## src/inc/synth_cfg_pkg.sv

```systemverilog
// Constants, types and field layout for the synthesizer serial configuration bank.
// Assumes a single system clock (ref_clk) that oversamples the three-wire serial link.
// How it works
// [RQ1] Low bits 01 select word R1.
// [RQ2] Low bits 10 select word R2.
// [RQ3] Low bits 011 select word R3.
// [RQ4] Low bits 0111 select word R4.
// [RQ5] Low bits 01111 select word R5.
// [RQ6] Host loads R3-R5 only when defaults off.
// [RQ7] Defaults bit picks built-in or programmed words.
// [RQ8] Host usually sets the defaults bit.
// [RQ9] Lock pin shows lock when enabled, else ground.
// [RQ10] Two-bit code sets output buffer power level.
// [RQ11] Two-bit code selects reference frequency setting.
// [RQ12] Denominator follows reference, band and direction.
// [RQ13] Band bit picks oscillator; direction bit picks mode.
// [RQ14] Reference divider 1 for low codes, 2 otherwise.
// [RQ15] Host writes fixed patterns in fixed bits.
// [RQ16] Shift 24 bits MSB first, strobe loads word.
package synth_cfg_pkg;
    localparam int WORD_W = 24;                   // Serial word length.
    localparam int SYNC_STAGES = 2;               // Synchroniser depth for pins.
    // Address prefixes, compared on the low bits of the word.
    localparam logic [1:0] ADDR_R1 = 2'h1;        // Reference and output word.
    localparam logic [1:0] ADDR_R2 = 2'h2;        // Fixed word a.
    localparam logic [2:0] ADDR_R3 = 3'h3;        // Fixed word b.
    localparam logic [3:0] ADDR_R4 = 4'h7;        // Fixed word c.
    localparam logic [4:0] ADDR_R5 = 5'h0f;       // Fixed word d.
    // Field positions inside the reference and output word.
    localparam int DEF_BIT = 23;                  // use_builtin_defaults.
    localparam int LOCK_BIT = 6;                  // lock_indicator_enable.
    localparam int LEVEL_LSB = 4;                 // output_level_select[1:0].
    localparam int FREQ_LSB = 2;                  // ref_freq_select[1:0].
    // Values after reset: the documented default words.
    localparam logic [23:0] R1_RESET = 24'h928101;
    localparam logic [23:0] R2_RESET = 24'hc87806;
    localparam logic [23:0] R3_RESET = 24'h86801b;
    localparam logic [23:0] R4_RESET = 24'h03a327;
    localparam logic [23:0] R5_RESET = 24'h00000f;
    // Built-in values used for R1 fields when defaults are selected.
    localparam logic [1:0] BUILTIN_LEVEL = 2'h0;
    localparam logic [1:0] BUILTIN_FREQ = 2'h0;
    localparam logic BUILTIN_LOCK = 1'b0;

    // Which word a completed frame addresses.
    typedef enum logic [2:0] {
        SEL_NONE = 3'h0,
        SEL_R1   = 3'h1,
        SEL_R2   = 3'h3,
        SEL_R3   = 3'h2,
        SEL_R4   = 3'h6,
        SEL_R5   = 3'h7
    } word_sel_t;

    // Decodes the variable-length prefix; longest match checked first.
    function automatic word_sel_t decode_addr(input logic [23:0] w);
        word_sel_t s;
        s = SEL_NONE;
        if (w[4:0] == ADDR_R5) begin
            s = SEL_R5; // RQ5
        end else if (w[3:0] == ADDR_R4) begin
            s = SEL_R4; // RQ4
        end else if (w[2:0] == ADDR_R3) begin
            s = SEL_R3; // RQ3
        end else if (w[1:0] == ADDR_R2) begin
            s = SEL_R2; // RQ2
        end else if (w[1:0] == ADDR_R1) begin
            s = SEL_R1; // RQ1
        end
        return s;
    endfunction

    // Fractional denominator from direction, band and reference code.
    function automatic logic [9:0] denom(input logic tx, input logic band, input logic [1:0] f);
        logic [9:0] d;
        d = 10'h000;
        if (!tx) begin
            unique case (f)
                2'h0: d = 10'h1f8;
                2'h1: d = 10'h240;
                2'h2: d = 10'h1f8;
                2'h3: d = 10'h208;
            endcase
        end else if (!band) begin
            unique case (f)
                2'h0: d = 10'h276;
                2'h1: d = 10'h2d0;
                2'h2: d = 10'h276;
                2'h3: d = 10'h28a;
            endcase
        end else begin
            unique case (f)
                2'h0: d = 10'h237;
                2'h1: d = 10'h288;
                2'h2: d = 10'h237;
                2'h3: d = 10'h249;
            endcase
        end
        return d;
    endfunction
endpackage

```

## src/inc/serial_word_if.sv

```systemverilog
// Carries a completed serial frame from the shifter to the register bank.
// Assumes both ends run on ref_clk.
interface serial_word_if;
    logic        loadPulse; // One-cycle pulse: a word has been strobed in.
    logic [23:0] word;      // The captured 24-bit word, valid with loadPulse.
    modport shifter (output loadPulse, output word);
    modport bank (input loadPulse, input word);
endinterface

```

## src/hw/serial_shifter.sv

```systemverilog
// Three-wire serial receiver: synchronises pins, shifts data, signals load strobes.
// Assumes serial clock much slower than ref_clk so edges are seen after two flops.
module serial_shifter
    import synth_cfg_pkg::*;
(
    input  wire logic  ref_clk,      // System clock.
    input  wire logic  rst_n,        // Asynchronous reset, active low.
    input  wire logic  serialClk,    // Serial clock pin.
    input  wire logic  serialData,   // Serial data pin.
    input  wire logic  wordLoadStrobe, // Load strobe pin.
    serial_word_if.shifter out       // Completed word towards the bank.
);
    logic [2:0]  clkSync, next_clkSync;   // Two sync stages plus an edge history stage.
    logic [1:0]  datSync, next_datSync;   // Data synchroniser.
    logic [2:0]  strSync, next_strSync;   // Strobe synchroniser plus history.
    logic [23:0] shiftReg, next_shiftReg; // Shift register, MSB arrives first.
    logic        pulse, next_pulse;       // Registered load pulse.
    logic [23:0] word, next_word;         // Registered captured word.

    // Edge detection looks only at the second and third stages, never the first.
    always_comb begin
        next_clkSync = {clkSync[1:0], serialClk};
        next_datSync = {datSync[0], serialData};
        next_strSync = {strSync[1:0], wordLoadStrobe};
        next_shiftReg = shiftReg;
        next_pulse = 1'b0;
        next_word = word;
        if (clkSync[1] && !clkSync[2]) begin
            next_shiftReg = {shiftReg[22:0], datSync[1]}; // RQ16
        end
        // Rising strobe transfers the last 24 bits shifted in.
        if (strSync[1] && !strSync[2]) begin
            next_pulse = 1'b1; // RQ16
            next_word = shiftReg;
        end
    end

    // Registers only; reset puts every stage at a constant.
    always_ff @(posedge ref_clk or negedge rst_n) begin
        if (!rst_n) begin
            clkSync <= 3'h0;
            datSync <= 2'h0;
            strSync <= 3'h0;
            shiftReg <= 24'h000000;
            pulse <= 1'b0;
            word <= 24'h000000;
        end else begin
            clkSync <= next_clkSync;
            datSync <= next_datSync;
            strSync <= next_strSync;
            shiftReg <= next_shiftReg;
            pulse <= next_pulse;
            word <= next_word;
        end
    end

    assign out.loadPulse = pulse;
    assign out.word = word;
endmodule

```

## src/hw/synth_serial_config_regs.sv

```systemverilog
// Configuration register bank of the synthesizer, loaded over the three-wire link.
// Assumes band and direction bits come from the divider word, kept in another block,
// and the lock indication comes from the phase detector; both are asynchronous here.
module synth_serial_config_regs
    import synth_cfg_pkg::*;
(
    input  wire logic        ref_clk,        // System clock, 40 MHz.
    input  wire logic        rst_n,          // Asynchronous reset, active low.
    input  wire logic        serialClk,      // Serial clock pin.
    input  wire logic        serialData,     // Serial data pin.
    input  wire logic        wordLoadStrobe, // Load strobe pin.
    input  wire logic        bandChoice,     // Band select from the divider word.
    input  wire logic        rxTxSelect,     // 0 receive, 1 transmit.
    input  wire logic        pllLocked,      // Raw lock indication of active synthesizer.
    output logic             lockPin,        // Lock-detect pin level.
    output logic [1:0]       outputLevelSelect, // Output buffer power code.
    output logic [1:0]       refFreqSelect,  // Reference frequency code.
    output logic [1:0]       refDivider,     // Reference divider, 1 or 2.
    output logic [9:0]       fracDenominator, // Fractional denominator.
    output logic             upperBandOn,    // Upper-band oscillator active.
    output logic             lowerBandOn,    // Lower-band oscillator active.
    output logic             txMode,         // Transmit mode active.
    output logic             useBuiltinDefaults, // Current defaults selection.
    output logic [23:0]      fixedWordA,     // Effective R2 contents.
    output logic [23:0]      fixedWordB,     // Effective R3 contents.
    output logic [23:0]      fixedWordC,     // Effective R4 contents.
    output logic [23:0]      fixedWordD      // Effective R5 contents.
);
    serial_word_if link ();  // Shifter to bank path.

    // Pin capture and shifting live in the leaf so this file holds the bank only.
    serial_shifter u_shift (
        .ref_clk        (ref_clk),
        .rst_n          (rst_n),
        .serialClk      (serialClk),
        .serialData     (serialData),
        .wordLoadStrobe (wordLoadStrobe),
        .out            (link)
    );

    logic [23:0] refOutCfg, next_refOutCfg;     // Programmed reference and output word.
    logic [23:0] fixA, next_fixA;               // Programmed fixed word a.
    logic [23:0] fixB, next_fixB;               // Programmed fixed word b.
    logic [23:0] fixC, next_fixC;               // Programmed fixed word c.
    logic [23:0] fixD, next_fixD;               // Programmed fixed word d.
    logic [1:0]  bandSync, rxSync, lockSync;    // Two-stage synchronisers for async inputs.
    word_sel_t   sel;                           // Decoded target of the arriving word.

    // Decode and write of the bank. The device still stores R3-R5 whatever the
    // defaults bit says; the host is expected to write them only when it is 0.
    always_comb begin
        sel = decode_addr(link.word);
        next_refOutCfg = refOutCfg;
        next_fixA = fixA;
        next_fixB = fixB;
        next_fixC = fixC;
        next_fixD = fixD;
        if (link.loadPulse) begin
            unique case (sel)
                SEL_R1: next_refOutCfg = link.word; // RQ1
                SEL_R2: next_fixA = link.word;      // RQ2
                SEL_R3: next_fixB = link.word;      // RQ3 RQ6
                SEL_R4: next_fixC = link.word;      // RQ4 RQ6
                SEL_R5: next_fixD = link.word;      // RQ5 RQ6
                SEL_NONE: next_fixD = fixD;         // Divider words belong elsewhere.
            endcase
        end
    end

    // Register stage of the bank and the synchronisers; reset loads the default words.
    always_ff @(posedge ref_clk or negedge rst_n) begin
        if (!rst_n) begin
            refOutCfg <= R1_RESET;
            fixA <= R2_RESET;
            fixB <= R3_RESET;
            fixC <= R4_RESET;
            fixD <= R5_RESET;
            bandSync <= 2'h0;
            rxSync <= 2'h0;
            lockSync <= 2'h0;
        end else begin
            refOutCfg <= next_refOutCfg;
            fixA <= next_fixA;
            fixB <= next_fixB;
            fixC <= next_fixC;
            fixD <= next_fixD;
            bandSync <= {bandSync[0], bandChoice};
            rxSync <= {rxSync[0], rxTxSelect};
            lockSync <= {lockSync[0], pllLocked};
        end
    end

    // Effective settings; built-in values replace R1 fields when defaults are on.
    logic        defOn;             // Defaults bit as programmed.
    logic        effLock;           // Effective lock enable.
    logic [1:0]  effLevel;          // Effective buffer level code.
    logic [1:0]  effFreq;           // Effective reference code.
    logic        next_lockPin;      // Next lock pin level.
    logic [1:0]  next_refDivider;   // Next reference divider.
    logic [9:0]  next_denom;        // Next denominator.
    logic [23:0] next_effA, next_effB, next_effC, next_effD; // Next effective words.

    always_comb begin
        defOn = refOutCfg[DEF_BIT];
        effLock = defOn ? BUILTIN_LOCK : refOutCfg[LOCK_BIT];                 // RQ7
        effLevel = defOn ? BUILTIN_LEVEL : refOutCfg[LEVEL_LSB +: 2];         // RQ7 RQ10
        effFreq = defOn ? BUILTIN_FREQ : refOutCfg[FREQ_LSB +: 2];            // RQ7 RQ11
        next_lockPin = effLock & lockSync[1];                                 // RQ9
        next_refDivider = effFreq[1] ? 2'h2 : 2'h1;                           // RQ14
        next_denom = denom(rxSync[1], bandSync[1], effFreq);                  // RQ12
        next_effA = defOn ? R2_RESET : fixA;                                  // RQ7
        next_effB = defOn ? R3_RESET : fixB;                                  // RQ7
        next_effC = defOn ? R4_RESET : fixC;                                  // RQ7
        next_effD = defOn ? R5_RESET : fixD;                                  // RQ7
    end

    // Every output is registered so downstream analog controls see clean levels.
    always_ff @(posedge ref_clk or negedge rst_n) begin
        if (!rst_n) begin
            lockPin <= 1'b0;
            outputLevelSelect <= 2'h0;
            refFreqSelect <= 2'h0;
            refDivider <= 2'h1;
            fracDenominator <= 10'h1f8;
            upperBandOn <= 1'b0;
            lowerBandOn <= 1'b0;
            txMode <= 1'b0;
            useBuiltinDefaults <= 1'b1;
            fixedWordA <= R2_RESET;
            fixedWordB <= R3_RESET;
            fixedWordC <= R4_RESET;
            fixedWordD <= R5_RESET;
        end else begin
            lockPin <= next_lockPin;
            outputLevelSelect <= effLevel;
            refFreqSelect <= effFreq;
            refDivider <= next_refDivider;
            fracDenominator <= next_denom;
            upperBandOn <= bandSync[1];   // RQ13
            lowerBandOn <= ~bandSync[1];  // RQ13
            txMode <= rxSync[1];          // RQ13
            useBuiltinDefaults <= defOn;
            fixedWordA <= next_effA;
            fixedWordB <= next_effB;
            fixedWordC <= next_effC;
            fixedWordD <= next_effD;
        end
    end
endmodule

```

## config.mk

```make
export PLATFORM = sky130hd
export DESIGN_NAME = synth_serial_config_regs
export DESIGN_NICKNAME = d
export VERILOG_FILES = /design/src/inc/synth_cfg_pkg.sv /design/src/inc/serial_word_if.sv /design/src/hw/serial_shifter.sv /design/src/hw/synth_serial_config_regs.sv
export SDC_FILE = /design/constraint.sdc
export NUM_CORES = 1
export LEC_CHECK = 0
export ABC_AREA = 1
export BUFFER_PORTS_ARGS = -buffer_cell sky130_fd_sc_hd__buf_2
export CORE_MARGIN = 2
export CORE_UTILIZATION = 50
export DETAILED_ROUTE_END_ITERATION = 8
export PLACE_DENSITY = 0.81
export SYNTH_ARGS = -nofsm -noshare
export SYNTH_HDL_FRONTEND = slang
export SYNTH_SLANG_ARGS = --single-unit
```

## constraint.sdc

```tcl
create_clock -name ref_clk -period 1.3 [get_ports ref_clk]
set_input_delay 0.13 -clock ref_clk [delete_from_list [all_inputs] [get_ports ref_clk]]
set_output_delay 0.13 -clock ref_clk [all_outputs]
set_load 0.1 [all_outputs]
```

Word level (Yosys, flattened, before mapping):

Cells that the tools add are included.
Widths: inputs -> output; s select.

* bits in registers: 300
* word-level logic and storage cells: 72
* input bits: 8
* output and inout port bits: 117

* reductions and logical operators: 11
* mux-type cells: 19
* bitwise gates (word level): 2
* eq/ne operators: 13

Operator list (number)
* $mux 24: 4
* $pmux 10 s3: 3
* $mux 10: 2
* $mux 2: 5
* $reduce_and 2->1: 5
* $eq 3x2->1 const B: 3
* $eq 2x2->1 const B: 3
* $eq 3x3->1 const B: 2
* $mux 3: 2
* $eq 5x4->1 const B: 1
* $eq 2x1->1 const B: 2
* $eq 4x3->1 const B: 1
* $eq 3x1->1 const B: 1
* $mux 1: 3
* $logic_and 1x1->1: 2
* $logic_not 1->1: 2
* $logic_not 2->1: 1
* $reduce_or 2->1: 1
* $and 1x1->1: 1
* $not 1->1: 1

Depth between registers and ports, before layout:

* word-level depth: 8
* mapped depth: 9
* gate-level depth less buffers: 8

Cells and area by module:

Synthesis repeated with hierarchy kept, for this count alone.

* cell total of the unflattened synthesis: 952
* area total of the unflattened synthesis: 10271.1 um^2

Modules (own cells, without submodules)
* synth_serial_config_regs: cells each 732, times used 1, area an instance 7980.2 um^2, seq. area each 5694.2 um^2
* serial_shifter: cells each 220, times used 1, area an instance 2290.9 um^2, seq. area each 1426.4 um^2

Worst setup path before layout:

No wires, ideal clock.

* path kind: register to output
* start point: register, netlist name refDivider[1]
* end point: output refFreqSelect[1]
* arrival: 1.324 ns
* required time: 1.170 ns
* path slack: -0.154 ns
* path buffers: 1
* cell stages (with the launch flop): 2
* cell sequence: dfrtp_1 -> buf_4

RTL lines
* to (decl): RTL line synth_serial_config_regs.sv:17 `output logic [1:0] refFreqSelect,`

Worst setup path after layout:

* start point: register u_shift.word[0] (netlist: u_shift.out.word[0])
* end point: register fixB[1]

* word-level cells in the longest chain between the ends: 8
* elaborated cells on any way between the ends: 12
* those cells by class: 6 x eq/ne; 5 x mux; 1 x reduce/logical

RTL lines
* from (decl): RTL line serial_shifter.sv:18 `logic [23:0] word, next_word;`
* from (signal assigned): RTL line serial_shifter.sv:53 `word <= next_word;`
* $eq 2x1->1: RTL line synth_cfg_pkg.sv:67 `end else if (w[1:0] == ADDR_R1) begin`
* $mux 1: RTL line synth_cfg_pkg.sv:67
* $mux 2: RTL line synth_cfg_pkg.sv:65 `end else if (w[1:0] == ADDR_R2) begin`
* $mux 2: RTL line synth_cfg_pkg.sv:63 `end else if (w[2:0] == ADDR_R3) begin`
* $mux 3: RTL line synth_cfg_pkg.sv:61 `end else if (w[3:0] == ADDR_R4) begin`
* $mux 3 *: RTL line synth_cfg_pkg.sv:59 `if (w[4:0] == ADDR_R5) begin`
* $eq 3x2->1 *: RTL line synth_serial_config_regs.sv:59 `unique case (sel)`
* $reduce_and 2->1 (no source line) *
* to (signal assigned): RTL line synth_serial_config_regs.sv:84 `fixB <= next_fixB;`
* to (decl): RTL line synth_serial_config_regs.sv:43 `logic [23:0] fixB, next_fixB;`

Every way passes the cells marked *; elsewhere a longest branch is shown, timed or not.
A chain may end at the register's enable or synchronous reset.

==> flow_summary_export.csv <==
group,metric,value,unit
place,dp_hpwl,13420,um
job,drv_cap,0,
pwr,pwr-share-seq,41.7,%
cts,cts-buffers-inserted,28,
yosys,syn_avg_cell_area,10.81,um2
timing,finalSetupTns,-13910,ps
worst_setup_path,cpMaxStageDelayCell,"dfrtp_2",
cells_and_area,final_area,13470,um2
drt,vias,6838,
pwr,ir_drop,1.019,mV
drt,drtPass1Iterations,5,
yosys,synth-seq-cells,281,
timing,finalClockSkew,12.68,ps
pwr,finalPower,25.62,mW
place,routabilityCongestion,0.7719,
status,status,"finished, violations left",
timing,relSlewSlack,74.93,%
worst_setup_path,critPathLaunchType,"register",
place,dp_cells,1305,
pwr,swShare,34.11,%
drt,via_per_inst,4.995,
timing,layout_setup_ws,-280.4,ps
place,io_buffers,124,
floorplanning,die_height,145.2,um
drt,wl_per_cell,16.15,um
drt,finalWirelength,22110,um
cts,clkTransAtPathRegs,60,ps
cts,clock_path_buffers,3,
pwr,p_int,16.88,mW
worst_setup_path,r2r-start,"u_shift.out.word[0]$_DFFE_PN0P_",
cells_and_area,mostFrequentLayoutCell,"dfrtp_1",
yosys,syn_area,9971,um2
floorplanning,design.die.area,21090,um2
yosys,syn_inst,922,
cts,cts.sinks,281,
worst_setup_path,crit_fanout,12,
cts,clk_latency,530,ps
global_route,grt-ovfl-total,0,
global_route,grt_max_degree,90,
cells_and_area,layout_common_cells,"dfrtp_1, nand2_1, inv_1",
yosys,synth-seq-area-share,71.41,%
worst_setup_path,worstSetupEndpointType,"register",
cts,cts_max_level,1,
worst_setup_path,path_class,"reg2reg",
floorplanning,pin_count,125,
timing,fmax,0.6327,GHz
worst_setup_path,worst_setup_path_startpoint,"u_shift.out.word[0]$_DFFE_PN0P_",
timing,holdWs,83.63,ps
timing,finalSetupViolCount,121,
drt,drtAntennaViolNets,0,
yosys,yosysUniqueCellTypes,25,
yosys,synth_nets,934,
cts,cts_root_buf,"clkbuf_16",
cells_and_area,finish.utilization,68.99,%
cells_and_area,layout-drive-gt1-share,30.62,%
timing,slew_viol_final,0,
timing,worst_pin_slew,376.1,ps
cells_and_area,fin_cells,1369,
cells_and_area,layout.nets,1094,
cells_and_area,antenna_cells,0,
timing,period_share,121.6,%
floorplanning,coreArea,19530,um2
global_route,grt_pass1_vias,6838,
pwr,power.leakage,6.610,nW
drt,drtIter0Drc,500,
timing,period_needed,1580,ps
status,violations,"setup timing",
worst_setup_path,path_cells,"inv_4 -> ha_4 -> inv_2 -> nand2_2 -> nand2_2 -> nor2_4 -> buf_12 -> nand3_1 -> nand2_1",
pwr,clockPowerShare,31.2,%
worst_setup_path,cp.arrival,2050,ps
drt,route.detailed.drc,0,
yosys,synth_warnings,0,
pwr,comb_power_share,27.1,%
global_route,grt.total_usage,20.07,%
floorplanning,start_util,51.06,%
worst_hold_path,hold_path_class,"in2async",
worst_setup_path,required,1770,ps
worst_setup_path,reg2reg_slack,-280,ps
worst_setup_path,cp_top_family,"simple AND/OR/NAND/NOR gates",
worst_setup_path,worst_path_largest_cell_delay,430,ps
global_route,antenna_found_initial,0,
cells_and_area,area_growth,35.11,%
floorplanning,die_w,145.2,um
place,postPlaceCellArea,11830,um2
cts,cts_tree,"yes",
place,post-place-ws,-267.3,ps
timing,hold_viol,0,
worst_setup_path,crit_top_cell,"nand2_2",
timing,rsz0062_at_grt,"yes",
worst_setup_path,path_buf_inv,3,
global_route,grt_pass1_wl,34540,um
pwr,p_switching,8.740,mW
pwr,powerDensity,1902,nW/um2
floorplanning,std_cell_rows,51,
==> final cells by class <==
| cell class | instances | area [um2] |
|---|---|---|
| Tap cell | 265 | 331.6 |
| Multi-Input combinational cell | 475 | 2326 |
| Timing Repair Buffer | 175 | 2297 |
| Fill cell | 1304 | 6055 |
| Clock buffer | 47 | 873.3 |
| Inverter | 121 | 461.7 |
| Sequential cell | 281 | 7126 |
| Clock inverter | 5 | 56.30 |
==> cells in the mapped netlist, drive strengths merged <==
cell type | n | share of area, %
dfrtp | 210 | 53
nand2 | 193 | 7.3
inv | 121 | 4.6
o21ai | 101 | 5.1
nor2 | 77 | 3.0
dfstp | 71 | 19
nand3 | 49 | 2.6
clkbuf | 27 | 1.0
o21bai | 24 | 1.8
or2 | 21 | 1.3
buf | 18 | 0.93
ha | 4 | 0.50
a21oi | 2 | 0.10
mux2 | 1 | 0.11
nand4 | 1 | 0.13
o22ai | 1 | 0.063
xor2 | 1 | 0.088
==> per-layer routing <==
layer	global-route usage [%]	up-vias	part of all wire, %	routed length (um)
met5	0	-	0	0
met4	6.520	0	2.7	597
met3	3.585	46	5.4	1195
met2	35.26	212	53	11610
met1	25.33	3433	39	8705
li1	-	3147	-	-
==> timing repair <==
item / in CTS / in global routing
gates resized for setup: 112 / 81
hold endpoints to repair: 229 / 0
setup buffers: 2 / 1
setup endpoints to repair: 210 / 186
gates cloned: 0 / 2
hold buffers: 7 / 0
pin swaps: 0 / 15
==> worst register-to-register path, stage by stage (launching register included) <==
cell and delay (ps):
dfrtp_2 430, inv_4 80, ha_4 270, inv_2 30, nand2_2 70, nand2_2 70, nor2_4 180, buf_12 170
nand3_1 100, nand2_1 110
==> logic make-up after synthesis <==
logic type	synth area share, %
AO/OA/AOI/OAI	7.040
buffers and inverters	6.500
adder cells (fa/ha/maj)	0.5020
XOR/XNOR	0.08786
flip-flops	71.41
AND/OR/NAND/NOR	14.34
multiplexers	0.1129
==> worst paths after layout <==
check | endpoint | depth (start not counted)
hold reg to reg | rxSync[1]$_DFF_PN0_ | 0
min in group ref_clk | u_shift.datSync[0]$_DFF_PN0_ | 2
setup / recovery | fixB[1]$_DFFE_PN1P_ | 9
hold / removal | lowerBandOn$_DFF_PN0_ | 2
setup reg to reg | fixB[1]$_DFFE_PN1P_ | 9
max in group asynchronous | fixD[2]$_DFFE_PN1P_ | 3
==> power groups by stage <==
| stage | logic, mW | registers [mW] | clock network (mW) |
|---|---|---|---|
| floorplan | 1.23 | 13.7 | 0 |
| global placement | 6.26 | 10.7 | 0 |
| detailed placement | 6.37 | 10.8 | 0 |
| CTS | 6.62 | 10.6 | 8.05 |
| global route | 7.24 | 10.8 | 8.48 |
| finish | 6.94 | 10.7 | 7.99 |
No activity file was read; power rests on OpenSTA's default activity.
